===== config.mk =====
export PLATFORM = sky130hd
export DESIGN_NAME = cca_top
export DESIGN_NICKNAME = d
export VERILOG_FILES = /design/src/rtl/cca_pkg.sv /design/src/rtl/cca_top.sv
export VERILOG_INCLUDE_DIRS = /design/src /design/src/rtl
export SDC_FILE = /design/constraint.sdc
export NUM_CORES = 1
export LEC_CHECK = 0
export ABC_AREA = 1
export BUFFER_PORTS_ARGS = -buffer_cell sky130_fd_sc_hd__buf_2
export CAP_MARGIN = 20
export CORE_AREA = 5 5 176 178
export DETAILED_ROUTE_END_ITERATION = 16
export DIE_AREA = 0 0 181 183
export PLACE_DENSITY = 0.78
export REMOVE_ABC_BUFFERS = 1
export SYNTH_ARGS = -nofsm -noshare
export SYNTH_HDL_FRONTEND = slang
export SYNTH_SLANG_ARGS = --single-unit

===== constraint.sdc =====
create_clock -name clk_i -period 2.7 [get_ports clk_i]
set_clock_uncertainty 0.1 [all_clocks]
set_input_delay 0.27 -clock clk_i [delete_from_list [all_inputs] [get_ports clk_i]]
set_output_delay 0.27 -clock clk_i [all_outputs]
set_load 0.03 [all_outputs]

===== src/rtl/cca_map.svh =====
/*
  Register offsets, field positions and reset values for the counter
  array. Assumes a Wishbone slave with 32-bit data and byte addresses.
*/
`ifndef CCA_MAP_SVH
`define CCA_MAP_SVH
`define CCA_ADR_CTRL 8'h00
`define CCA_ADR_CNT 8'h04
`define CCA_ADR_MOD0 8'h10
`define CCA_ADR_CMP0 8'h14
`define CCA_ADR_CAP0 8'h18
`define CCA_ADR_WDKICK 8'h1C
`define CCA_MOD_STRIDE 8'h10
`define CCA_ADR_STATUS 8'h40
`define CCA_CTRL_RUN 0
`define CCA_CTRL_SEL_LO 1
`define CCA_CTRL_SEL_HI 3
`define CCA_MOD_MODE_LO 0
`define CCA_MOD_MODE_HI 2
`define CCA_MOD_POS 3
`define CCA_MOD_NEG 4
`define CCA_DIV12 4'hC
`define CCA_DIV4 4'h4
`define CCA_DIV8 4'h8
`define CCA_PWM8_TOP 8'hFF
`define CCA_PWM16_TOP 16'hFFFF
`define CCA_CTRL_RST 32'h0000_0001
`define CCA_MOD2_RST 32'h0000_0006
`define CCA_CMP2_RST 32'h0000_FFFF
`endif


===== src/rtl/cca_pkg.sv =====
/*
  Types shared by the counter array files.
  Assumes cca_map.svh for all numeric constants.
*/
package cca_pkg;
  typedef enum logic [2:0] {
    CCA_CAPTURE, CCA_SWTIMER, CCA_HSOUT, CCA_PWM8,
    CCA_PWM16, CCA_FREQ, CCA_WATCHDOG, CCA_OFF
  } cca_mode_t;
  typedef enum logic [2:0] {
    CCA_SRC_DIV12, CCA_SRC_DIV4, CCA_SRC_T0, CCA_SRC_ECI,
    CCA_SRC_SYS, CCA_SRC_XOSC8, CCA_SRC_R6, CCA_SRC_R7
  } cca_src_t;
  typedef struct packed {
    logic [2:0] cap_in;
    logic ext_count;
    logic ext_osc;
    logic t0_ovf;
  } cca_pins_t;
endpackage


===== src/rtl/cca_top.sv =====
/*
  Counter array with shared 16-bit time base and three capture/compare
  modules, reached over classic Wishbone.
  Assumes crossbar routes module pins and the count input; pins are
  asynchronous and synchronised here.
*/
// Added by the designer: register access over Wishbone and the address map.
// What this block does
// RQ1: The time base tick is chosen from sysclk/12, sysclk/4, timer 0 overflow, the external count input, sysclk, or external oscillator/8.
// RQ2: One 16-bit counter is the common time base of exactly three modules.
// RQ3: Each module runs independently as capture, timer, high speed output, 8-bit PWM, 16-bit PWM or frequency output.
// RQ4: Module 2 alone can also act as a watchdog.
// RQ5: After reset module 2 is already a running watchdog.
// RQ6: Module pins and the count input only reach the outside through the crossbar.
// RQ7: The counter advances once per selected tick, asynchronous sources synchronised first.
`timescale 1ns/1ps
`include "cca_map.svh"
module cca_top #(
  parameter int NMOD = 3
) (
  input wire logic clk_i,
  input wire logic rst_i,
  input wire logic wb_cyc_i,
  input wire logic wb_stb_i,
  input wire logic wb_we_i,
  input wire logic [7:0] wb_adr_i,
  input wire logic [3:0] wb_sel_i,
  input wire logic [31:0] wb_dat_i,
  output logic [31:0] wb_dat_o,
  output logic wb_ack_o,
  input wire cca_pkg::cca_pins_t pins_i,
  output logic [2:0] cex_o,
  output logic wdt_reset_o
);
  import cca_pkg::*;

  ////////////////////////////////////////////////////////////////////////
  // Synchronisers and edge detectors.
  // Only the second stage feeds logic; the third is edge history.
  cca_pins_t sync1_ff, sync2_ff, sync3_ff;
  cca_pins_t nxt_sync1, nxt_sync2, nxt_sync3;
  cca_pins_t rise, fall;

  always_comb begin
    nxt_sync1 = pins_i; // [RQ7]
    nxt_sync2 = sync1_ff;
    nxt_sync3 = sync2_ff;
    rise = cca_pins_t'(sync2_ff & ~sync3_ff);
    fall = cca_pins_t'(~sync2_ff & sync3_ff);
  end

  always_ff @(posedge clk_i) begin
    if (rst_i) begin
      sync1_ff <= '0;
      sync2_ff <= '0;
      sync3_ff <= '0;
    end else begin
      sync1_ff <= nxt_sync1;
      sync2_ff <= nxt_sync2;
      sync3_ff <= nxt_sync3;
    end
  end

  ////////////////////////////////////////////////////////////////////////
  // State of the time base, the modules and the bus.
  localparam int WD_MOD = 2;
  logic [31:0] ctrl_ff, nxt_ctrl;
  logic [15:0] cnt_ff, nxt_cnt;
  logic [3:0] d12_ff, nxt_d12;
  logic [3:0] d4_ff, nxt_d4;
  logic [3:0] d8_ff, nxt_d8;
  logic [31:0] mod_ff [NMOD];
  logic [31:0] nxt_mod [NMOD];
  logic [15:0] cmp_ff [NMOD];
  logic [15:0] nxt_cmp [NMOD];
  logic [15:0] cap_ff [NMOD];
  logic [15:0] nxt_cap [NMOD];
  logic [NMOD-1:0] cex_ff, nxt_cex;
  logic [NMOD-1:0] flag_ff, nxt_flag;
  logic wdr_ff, nxt_wdr;
  logic ack_ff, nxt_ack;
  logic [31:0] dat_ff, nxt_dat;
  logic [31:0] rdata;
  logic tick;
  logic wr;
  logic rd;
  cca_src_t src;
  cca_mode_t md [NMOD];
  logic [NMOD-1:0] pe;
  logic [NMOD-1:0] hitc;

  function automatic logic [31:0] mrg(input logic [31:0] o,
                                      input logic [31:0] n,
                                      input logic [3:0] s);
    for (int b = 0; b < 4; b++) begin
      mrg[b*8 +: 8] = s[b] ? n[b*8 +: 8] : o[b*8 +: 8];
    end
  endfunction

  function automatic logic hit(input logic [7:0] a, input logic [7:0] r,
                               input int m);
    hit = a == 8'(r + 8'(m) * `CCA_MOD_STRIDE);
  endfunction

  function automatic cca_mode_t mode_of(input logic [31:0] r);
    mode_of = cca_mode_t'(r[`CCA_MOD_MODE_HI:`CCA_MOD_MODE_LO]);
  endfunction

  ////////////////////////////////////////////////////////////////////////
  // Bus handshake and read data.
  always_comb begin
    // Ack is a registered pulse, so a held request is taken once every two cycles.
    wr = wb_cyc_i && wb_stb_i && wb_we_i && !ack_ff;
    rd = wb_cyc_i && wb_stb_i && !wb_we_i && !ack_ff;
    nxt_ack = wb_cyc_i && wb_stb_i && !ack_ff;
    nxt_dat = rd ? rdata : 32'h0;
  end

  always_comb begin
    rdata = 32'h0;
    if (wb_adr_i == `CCA_ADR_CTRL) rdata = ctrl_ff;
    if (wb_adr_i == `CCA_ADR_CNT) rdata = {16'h0, cnt_ff};
    if (wb_adr_i == `CCA_ADR_STATUS) rdata = 32'(flag_ff);
    for (int m = 0; m < NMOD; m++) begin
      if (hit(wb_adr_i, `CCA_ADR_MOD0, m)) rdata = mod_ff[m];
      if (hit(wb_adr_i, `CCA_ADR_CMP0, m)) rdata = {16'h0, cmp_ff[m]};
      if (hit(wb_adr_i, `CCA_ADR_CAP0, m)) rdata = {16'h0, cap_ff[m]};
    end
  end

  always_ff @(posedge clk_i) begin
    if (rst_i) begin
      ack_ff <= 1'b0;
      dat_ff <= 32'h0;
    end else begin
      ack_ff <= nxt_ack;
      dat_ff <= nxt_dat;
    end
  end

  ////////////////////////////////////////////////////////////////////////
  // Time base and its clock selection.
  always_comb begin
    src = cca_src_t'(ctrl_ff[`CCA_CTRL_SEL_HI:`CCA_CTRL_SEL_LO]);
    nxt_d12 = (d12_ff == `CCA_DIV12 - 4'h1) ? 4'h0 : d12_ff + 4'h1;
    nxt_d4 = (d4_ff == `CCA_DIV4 - 4'h1) ? 4'h0 : d4_ff + 4'h1;
    nxt_d8 = d8_ff;
    // The oscillator prescaler counts oscillator edges, not system clocks.
    if (rise.ext_osc) begin
      nxt_d8 = (d8_ff == `CCA_DIV8 - 4'h1) ? 4'h0 : d8_ff + 4'h1;
    end
    unique case (src) // [RQ1]
      CCA_SRC_DIV12: tick = d12_ff == 4'h0;
      CCA_SRC_DIV4: tick = d4_ff == 4'h0;
      CCA_SRC_T0: tick = rise.t0_ovf;
      CCA_SRC_ECI: tick = rise.ext_count;
      CCA_SRC_SYS: tick = 1'b1;
      CCA_SRC_XOSC8: tick = rise.ext_osc && d8_ff == `CCA_DIV8 - 4'h1;
      default: tick = 1'b0;
    endcase
    tick = tick && ctrl_ff[`CCA_CTRL_RUN];
    nxt_ctrl = ctrl_ff;
    nxt_cnt = tick ? cnt_ff + 16'h1 : cnt_ff; // [RQ2] [RQ7]
    if (wr && wb_adr_i == `CCA_ADR_CTRL) begin
      nxt_ctrl = mrg(ctrl_ff, wb_dat_i, wb_sel_i);
    end
    // A counter write wins over a tick in the same cycle.
    if (wr && wb_adr_i == `CCA_ADR_CNT) begin
      nxt_cnt = 16'(mrg({16'h0, cnt_ff}, wb_dat_i, wb_sel_i));
    end
  end

  always_ff @(posedge clk_i) begin
    if (rst_i) begin
      ctrl_ff <= `CCA_CTRL_RST;
      cnt_ff <= 16'h0;
      d12_ff <= 4'h0;
      d4_ff <= 4'h0;
      d8_ff <= 4'h0;
    end else begin
      ctrl_ff <= nxt_ctrl;
      cnt_ff <= nxt_cnt;
      d12_ff <= nxt_d12;
      d4_ff <= nxt_d4;
      d8_ff <= nxt_d8;
    end
  end

  ////////////////////////////////////////////////////////////////////////
  // Capture/compare modules.
  always_comb begin
    for (int m = 0; m < NMOD; m++) begin
      md[m] = mode_of(mod_ff[m]);
      pe[m] = (mod_ff[m][`CCA_MOD_POS] && rise.cap_in[m]) ||
              (mod_ff[m][`CCA_MOD_NEG] && fall.cap_in[m]);
      // Eight-bit modulation compares only the low counter byte.
      if (md[m] == CCA_PWM8) begin
        hitc[m] = tick && cnt_ff[7:0] == cmp_ff[m][7:0];
      end else begin
        hitc[m] = tick && cnt_ff == cmp_ff[m];
      end
    end
  end

  always_comb begin
    nxt_wdr = 1'b0;
    for (int m = 0; m < NMOD; m++) begin
      nxt_mod[m] = mod_ff[m];
      nxt_cmp[m] = cmp_ff[m];
      nxt_cap[m] = cap_ff[m];
      nxt_cex[m] = cex_ff[m];
      nxt_flag[m] = flag_ff[m];
      // The clear comes first, so an event in the same cycle wins.
      if (wr && wb_adr_i == `CCA_ADR_STATUS && wb_sel_i[0] &&
          wb_dat_i[m]) begin
        nxt_flag[m] = 1'b0;
      end
      if (wr && hit(wb_adr_i, `CCA_ADR_MOD0, m)) begin
        nxt_mod[m] = mrg(mod_ff[m], wb_dat_i, wb_sel_i); // [RQ3]
        // Watchdog code is refused on modules without it.
        if (m != WD_MOD && mode_of(nxt_mod[m]) == CCA_WATCHDOG) begin
          nxt_mod[m] = mod_ff[m]; // [RQ4]
        end
      end
      if (wr && hit(wb_adr_i, `CCA_ADR_CMP0, m)) begin
        nxt_cmp[m] = 16'(mrg({16'h0, cmp_ff[m]}, wb_dat_i, wb_sel_i));
      end
      unique case (md[m]) // [RQ3]
        CCA_CAPTURE: begin
          if (pe[m]) begin
            nxt_cap[m] = cnt_ff;
            nxt_flag[m] = 1'b1;
          end
        end
        CCA_SWTIMER: begin
          if (hitc[m]) nxt_flag[m] = 1'b1;
        end
        CCA_HSOUT: begin
          if (hitc[m]) begin
            nxt_cex[m] = ~cex_ff[m];
            nxt_flag[m] = 1'b1;
          end
        end
        CCA_PWM8: begin
          if (hitc[m]) nxt_cex[m] = 1'b1;
          if (tick && cnt_ff[7:0] == `CCA_PWM8_TOP) nxt_cex[m] = 1'b0;
        end
        CCA_PWM16: begin
          if (hitc[m]) nxt_cex[m] = 1'b1;
          if (tick && cnt_ff == `CCA_PWM16_TOP) nxt_cex[m] = 1'b0;
        end
        CCA_FREQ: begin
          // The high compare byte is added to the low compare byte at each full 16-bit match.
          if (hitc[m]) begin
            nxt_cex[m] = ~cex_ff[m];
            nxt_cmp[m][7:0] = cmp_ff[m][7:0] + cmp_ff[m][15:8];
          end
        end
        CCA_WATCHDOG: begin // [RQ4]
          // A kick in the match cycle moves the deadline and wins.
          if (wr && hit(wb_adr_i, `CCA_ADR_WDKICK, m)) begin
            nxt_cmp[m] = cnt_ff + wb_dat_i[15:0];
          end else if (hitc[m]) begin
            nxt_wdr = 1'b1;
          end
        end
        CCA_OFF: begin
        end
      endcase
    end
  end

  always_ff @(posedge clk_i) begin
    if (rst_i) begin
      cex_ff <= '0;
      flag_ff <= '0;
      wdr_ff <= 1'b0;
      for (int m = 0; m < NMOD; m++) begin
        mod_ff[m] <= (m == WD_MOD) ? `CCA_MOD2_RST : 32'h0; // [RQ5]
        cmp_ff[m] <= (m == WD_MOD) ? 16'(`CCA_CMP2_RST) : 16'h0;
        cap_ff[m] <= 16'h0;
      end
    end else begin
      cex_ff <= nxt_cex;
      flag_ff <= nxt_flag;
      wdr_ff <= nxt_wdr;
      mod_ff <= nxt_mod;
      cmp_ff <= nxt_cmp;
      cap_ff <= nxt_cap;
    end
  end

  ////////////////////////////////////////////////////////////////////////
  // Outputs go to the crossbar, never straight to pads.
  assign cex_o = cex_ff; // [RQ6]
  assign wdt_reset_o = wdr_ff;
  assign wb_ack_o = ack_ff;
  assign wb_dat_o = dat_ff;
endmodule // cca_top


==> run_results.csv, run 1 <==
group,metric,value,unit
route,drt_iter0_drc,2163,
floorplan,fp-row-count,63,
setup_path,rr_worst_depth,8,
clock_network,cts_buffers,34,
pwr,power.share.clock,45.8,%
clock_network,clock_pin_slew_of_the_registers_on_the_worst_case_setup_and_hold_paths,70,ps
final_layout,area_growth_syn_to_layout,14.9,%
yosys,asyncSetResetFlopFracSynth,0,%
setup_path,timing.rr.end,"cmp_ff[47]$_SDFF_PP0_",
yosys,synth.lib_cells_used.distinct,50,
setup_path,critPathKind,"reg -> reg",
grt,gr-usage-all-layers,37.2,%
yosys,synth_edf_count,0,
sta,min_period,2520,ps
route,vias,18242,
setup_path,critical_path.top_delay_family,"simple AND/OR/NAND/NOR gates",
setup_path,end_kind,"flip-flop",
placement,placed_area,18400,um2
setup_path,worstSetupStartpointType,"flip-flop",
floorplan,die-area,33100,um2
pwr,combinationalPowerShare,12.4,%
setup_path,worstSetupPathDepth,8,
final_layout,layout_cells_sized_above_1,13.3,%
pwr,ir_worst_vdd,0.000489,V
yosys,synth-seq-area-share,35.9,%
pwr,static_leakage,0.00853,uW
yosys,postSynthCellCount,2505,
sta,fmaxAchievable,397,MHz
grt,globalRoute.totalOverflow,0,
yosys,dominantRegCellSynth,"sky130_fd_sc_hd__dfxtp_1",
yosys,mappedNetlistArea,17300,um2
pwr,power.density,567,nW/um2
setup_path,startpoint_of_the_worst_slack_reg_to_reg_timing_path,"cnt_ff[11]$_SDFFE_PP0P_",
clock_network,worst_skew_pair.late_latency,530,ps
yosys,ys.warnings.count,0,
final_layout,final.fill_count,2524,
floorplan,core_area,29200,um2
floorplan,boundaryPins,92,
placement,port_buffers,91,
clock_network,cts_root_buf,"sky130_fd_sc_hd__clkbuf_16",
grt,grt_first_pass_wirelength,97200,um
route,remaining_antenna_violation_count,0,
clock_network,cts-htree-levels,2,
yosys,post_synth.cell_area_avg,6.91,um2
placement,gp_routability_congestion,1.12,
status,status,"finished, final reports clean",
clock_network,cts_tree,"built",
sta,maxSlewViolCount,0,
clock_network,clock_sinks,310,
final_layout,antenna_cells,0,
hold_path,hold_class,"in -> reg",
pwr,power_switching,3050,uW
sta,timing.slew.headroom,48.6,%
grt,grt_antenna_before_repair,0,
final_layout,regArea,6210,um2
pwr,power.internal,8210,uW
setup_path,cp_startpoint,"cnt_ff[11]$_SDFFE_PP0P_",
run,max-cap-violations,0,
sta,timing_worst_slew_pin_value,771,ps
final_layout,multi_input_comb_area,9370,um2
setup_path,worstSetupEndpoint,"cmp_ff[47]$_SDFF_PP0_",
sta,timing.final.hold_violations,0,
pwr,report.power.total,11300,uW
floorplan,die_width,181,um
floorplan,starting_density_of_the_core,59.2,%
setup_path,cp_num_buf_inv,1,
setup_path,reg2reg_slack,180,ps
setup_path,worst-path-max-fanout,9,
placement,place.detailed.hpwl,47600,um
setup_path,timing.critical_path.mode_cell,"sky130_fd_sc_hd__nand2_1",
route,viasPerCell,5.99,
grt,vias_in_the_first_global_route,17171,
grt,grt_max_degree,134,
setup_path,crit_path_max_incr_delay,660,ps
setup_path,worst_ep_required_time,3020,ps
route,drt_drc_violations_left,0,
sta,setup_viol_count_final,0,
setup_path,critPathArrivalTime,2840,ps
pwr,share_seq_of_total_power,41.7,%
yosys,number_of_flip_flops_and_latches_in_the_synthesized_netlist,310,
pwr,switching_share,27.1,%
sta,unrepaired_setup_endpoints_after_global_routing,"no",
setup_path,crit_slowest_cell,"sky130_fd_sc_hd__dfxtp_1",
route,detail_route.wl_per_cell,20.9,um
floorplan,die_y,183,um
setup_path,cp_cell_sequence,"ha_1 -> nand2_1 -> nor3_1 -> nand4_1 -> nand3_1 -> nand2_1 -> o21ai_1 -> inv_1",
route,totalWireLength,63700,um
clock_network,clk_path_buf_depth,3,
final_layout,stdcell_area,19900,um2
sta,layout_worst_path_cycle_share,93.3,%
route,drt_first_pass_iters,7,
final_layout,nNetsFinal,2731,
[tightest hold or removal path: cells and delay by family]
kind            cells  cell delay [ps]
buf+inv             1              150
simple gates        1              110
compound gates      1               50
[metal layers]
metal | wire (um) | share of wire, % | global-route usage (%)
met2 | 27700 | 43 | 59.3
met3 | 6730 | 11 | 7.99
met5 | 0 | 0 | 0
met1 | 24500 | 38 | 46.6
met4 | 4790 | 7.5 | 21.9
[synth_stat cells (all sizes together) (3+ instances only)]
cell / count / area [um2]
a211oi: 47 / 523
a21oi: 225 / 1130
a221oi: 23 / 201
a31oi: 3 / 18.8
buf: 55 / 304
clkbuf: 53 / 199
dfxtp: 310 / 6210
fa: 4 / 80.1
ha: 42 / 526
inv: 324 / 1220
nand2: 501 / 1950
nand3: 155 / 781
nand3b: 11 / 82.6
nand4: 31 / 194
nor2: 307 / 1320
nor3: 21 / 136
o211ai: 10 / 75.1
o21ai: 237 / 1200
o21bai: 11 / 82.6
o221ai: 4 / 35.0
o22ai: 28 / 175
o31ai: 5 / 37.5
or2: 5 / 31.3
xnor2: 49 / 429
xor2: 33 / 289
[metrics by stage]
step	cells	util, %	TNS (ps)	hold WS (ps)	setup WS (ps)
after floorplan	2397	-	-11.9	239	-11.9
after global placement	2957	62.8	0	290	209
after detailed placement	2957	62.8	0	298	139
after CTS	3044	68.0	0	12.1	195
after global routing	3044	68.0	0	17.6	37.0
final	3044	68.0	0	18.8	182
[cells by family after synthesis]
kind of cell / count (synthesis) / synth area share, %
AOI/OAI and AO/OA: 599 / 20.3
xor gates and xnor gates: 82 / 4.15
adders and majority gates: 46 / 3.50
buffers and inverters: 433 / 9.96
DFF: 310 / 35.9
muxes: 1 / 0.0579
and+or+nand+nor: 1034 / 26.1
[sequential cells by signal (all words and copies together) (netlist names), 6 cells and up]
name       flops
ctrl_ff       32
cap_ff        48
md             9
cnt_ff        16
mod_ff        87
wb_dat_o      32
nxt_sync2      6
nxt_sync3      6
sync3_ff       6
cmp_ff        48
[what timing repair did]
| action | in CTS | in global routing |
|---|---|---|
| resized for setup | 0 | 1 |
| endpoints found under the hold margin | 71 | 0 |
| hold buffers | 27 | 0 |
| setup endpoints to repair | 0 | 2 |
| setup buffers | 0 | 0 |
[power by group through the flow]
stage               Clock (uW)  Combinational, uW  Sequential, uW
CTS                       5170               1340            4700
global route              5370               1470            4700
floorplan                    0                668            4810
finish                    5160               1400            4700
global placement             0               1290            4800
detailed placement           0               1300            4800
[placed cells by master (no fill, tap or decap), drive strengths merged, types with 8 or more instances in the layout]
cell type,synthesis,final
a211oi,47,47
a21oi,225,225
a221oi,23,23
buf,55,170
clkbuf,53,43
clkinv,1,8
dfxtp,310,310
dlygate4sd3,0,27
ha,42,42
inv,324,324
nand2,501,501
nand3,155,155
nand3b,11,11
nand4,31,31
nor2,307,307
nor3,21,21
o211ai,10,10
o21ai,237,237
o21bai,11,11
o22ai,28,28
xnor2,49,49
xor2,33,33
[layout make-up]
| class | instances | area share, % |
|---|---|---|
| clock inverter | 17 | 1.48 |
| inverter | 325 | 6.14 |
| clock buffer | 43 | 4.71 |
| sequential | 310 | 31.2 |
| multi-input combinational | 1762 | 47.2 |
| timing repair buffer | 197 | 6.84 |
| tap | 390 | 2.46 |
[how the worst min path moves through the flow]
stage / start / end / slack [ps] / cells past startpoint
after CTS: wb_dat_i[4] / mod_ff[36]$_SDFFE_PP0P_ / 10 / 3
after detailed placement: nxt_sync2[4]$_SDFF_PP0_ / nxt_sync3[4]$_SDFF_PP0_ / 300 / 2
after floorplan: rst_i / cmp_ff[16]$_SDFF_PP0_ / 240 / 1
after global routing: wb_dat_i[4] / mod_ff[68]$_SDFFE_PP0P_ / 20 / 3
after global placement: nxt_sync2[3]$_SDFF_PP0_ / nxt_sync3[3]$_SDFF_PP0_ / 290 / 2
final: wb_dat_i[4] / mod_ff[36]$_SDFFE_PP0P_ / 20 / 3
Note: power is estimated with default switching activity, not from simulation.
==> inputs of run 2 (changes only) <==
CAP_MARGIN = unset   (was 20)
CORE_AREA = 5 5 193 195   (was 5 5 176 178)
DIE_AREA = 0 0 198 200   (was 0 0 181 183)
PLACE_DENSITY = 0.66   (was 0.78)
==> run 2 against run 1 <==
Sequential share of layout area decreased by 0.45 points. Worst hold slack gained 27 ps. Design area is 1.4% higher. Flip-flop and latch count is the same. Die area up 20%. Clock power rose by 3%. Critical path depth grew 2. Final cell count rose by 3.0%. Critical path type unchanged.
==> run_results.csv, run 2 (same netlist as run 1, synthesis figures left out) <==
group,metric,value,unit
final_layout,area_growth_syn_to_layout,16.5,%
pwr,power.density,568,nW/um2
final_layout,flip_flop_count_of_the_largest_register_after_layout,87,
final_layout,biggestRegsByFlops,"mod_ff (87), cap_ff (48), cmp_ff (48)",
setup_path,critPathArrivalTime,2970,ps
pwr,static_leakage,0.00867,uW
pwr,report.power.total,11500,uW
sta,unrepaired_setup_endpoints_after_global_routing,"no",
final_layout,fin_cells,3135,
setup_path,cp_cell_sequence,"nor2_2 -> nand2_4 -> nor2_4 -> nand4_1 -> buf_4 -> nor2_1 -> inv_1 -> o21ai_1 -> a21oi_1 -> o21ai_1",
clock_network,worst_skew_pair.late_latency,530,ps
grt,globalRoute.totalOverflow,0,
placement,place_inst,3043,
floorplan,boundaryPins,92,
setup_path,timing.critical_path.mode_cell,"sky130_fd_sc_hd__o21ai_1",
setup_path,crit_path_max_incr_delay,470,ps
clock_network,cts_tree,"built",
clock_network,clk_path_buf_depth,3,
pwr,ir_worst_vdd,0.000436,V
route,drt_first_pass_iters,6,
route,detail_route.wl_per_cell,21.5,um
route,viasPerCell,5.73,
route,remaining_antenna_violation_count,0,
sta,fmaxAchievable,384,MHz
final_layout,nNetsFinal,2751,
setup_path,end_kind,"flip-flop",
setup_path,crit_slowest_cell,"sky130_fd_sc_hd__o21ai_1",
final_layout,final_common_cell,"sky130_fd_sc_hd__nand2_1",
floorplan,die-area,39600,um2
final_layout,final_core_utilization,57.2,%
setup_path,critical_path.top_delay_family,"simple AND/OR/NAND/NOR gates",
sta,timing_worst_slew_pin_value,869,ps
sta,maxSlewViolCount,0,
setup_path,worst_ep_required_time,3070,ps
clock_network,post-cts-setup-buffer-count,0,
sta,min_period,2610,ps
route,drt_iter0_drc,1869,
grt,vias_in_the_first_global_route,16801,
setup_path,critPathKind,"reg -> reg",
floorplan,die_width,198,um
final_layout,layout_cells_sized_above_1,13.9,%
grt,gr-usage-all-layers,33.2,%
placement,place.detailed.hpwl,50800,um
clock_network,cts-htree-levels,2,
final_layout,largest_register,"mod_ff",
final_layout,antenna_cells,0,
sta,layout_worst_path_cycle_share,96.5,%
grt,grt_antenna_before_repair,0,
floorplan,fp-row-count,69,
route,vias,17965,
floorplan,core_area,35200,um2
run,max-cap-violations,0,
status,status,"finished, final reports clean",
grt,grt_max_degree,134,
clock_network,cts_buffers,36,
route,drt_drc_violations_left,0,
sta,setup_viol_count_final,0,
placement,port_buffers,91,
clock_network,clock_sinks,310,
clock_network,clock_pin_slew_of_the_registers_on_the_worst_case_setup_and_hold_paths,60,ps
setup_path,worstSetupStartpointType,"flip-flop",
sta,timing.final.hold_violations,0,
grt,grt_first_pass_wirelength,101000,um
floorplan,starting_density_of_the_core,49.1,%
setup_path,worst-path-max-fanout,15,
setup_path,cp_num_buf_inv,2,
hold_path,hold_class,"in -> reg",
sta,tns,0,ps
placement,gp_routability_congestion,1.06,
route,totalWireLength,67300,um
sta,timing.slew.headroom,42.0,%
final_layout,final_cell_mix,"478 x sky130_fd_sc_hd__nand2_1, 310 x sky130_fd_sc_hd__dfxtp_1, 294 x sky130_fd_sc_hd__inv_1, 277 x sky130_fd_sc_hd__nor2_1, 225 x sky130_fd_sc_hd__a21oi_1",
clock_network,cts_root_buf,"sky130_fd_sc_hd__clkbuf_16",
floorplan,die_y,200,um
-- run 2: timing repair --
item	in CTS	in global routing
hold buffers	30	0
gates resized for setup	0	5
hold endpoints to repair	78	0
setup endpoints to repair	0	34
-- run 2: cell type report --
cell class,instances,area [um2]
fill,3447,15100
multi-input combinational,1762,9390
sequential,310,6210
timing repair buffer,215,1510
inverter,325,1220
clock buffer,46,1000
tap,461,577
clock inverter,16,265
-- run 2: worst paths after layout --
path	cells after the start	slack, ps	start	to
setup / recovery	10	90	wb_ack_o$_SDFF_PP0_	cmp_ff[4]$_SDFF_PP1_
hold / removal	3	50	wb_dat_i[15]	mod_ff[15]$_SDFFE_PP0P_
setup reg to reg	10	90	wb_ack_o$_SDFF_PP0_	cmp_ff[4]$_SDFF_PP1_
hold reg to reg	2	300	nxt_sync2[3]$_SDFF_PP0_	nxt_sync3[3]$_SDFF_PP0_
-- run 2: per-stage QoR --
step	area, um2	hold slack (ps)	worst slack, ps
6_report	20200	46.3	93.7
3_5_place_dp	18600	292	-149
4_1_cts	20100	34.3	11.9
2_1_floorplan	16800	239	-11.9
5_1_grt	20200	58.0	65.6
3_3_place_gp	18600	290	-169
-- run 2: per-layer routing --
metal	routed length (um)	track usage (%)	vias up
li1	-	-	8514
met1	27700	44.3	8360
met5	0	0	-
met3	5990	5.86	219
met2	29500	51.5	872
met4	4130	17.7	0
-- run 2: worst reg2reg max path: stages (launching register included) --
cell and delay, ps:
sky130_fd_sc_hd__dfxtp_1 360, sky130_fd_sc_hd__nor2_2 160, sky130_fd_sc_hd__nand2_4 80, sky130_fd_sc_hd__nor2_4 230, sky130_fd_sc_hd__nand4_1 160, sky130_fd_sc_hd__buf_4 210, sky130_fd_sc_hd__nor2_1 220, sky130_fd_sc_hd__inv_1 380
sky130_fd_sc_hd__o21ai_1 470, sky130_fd_sc_hd__a21oi_1 80, sky130_fd_sc_hd__o21ai_1 90
-- run 2: where the power goes --
group / switching, uW / leakage [uW] / internal, uW
combinational: 956 / 0.00554 / 465
sequential: 87.4 / 0.00250 / 4630
clock: 2030 / 0.000622 / 3290
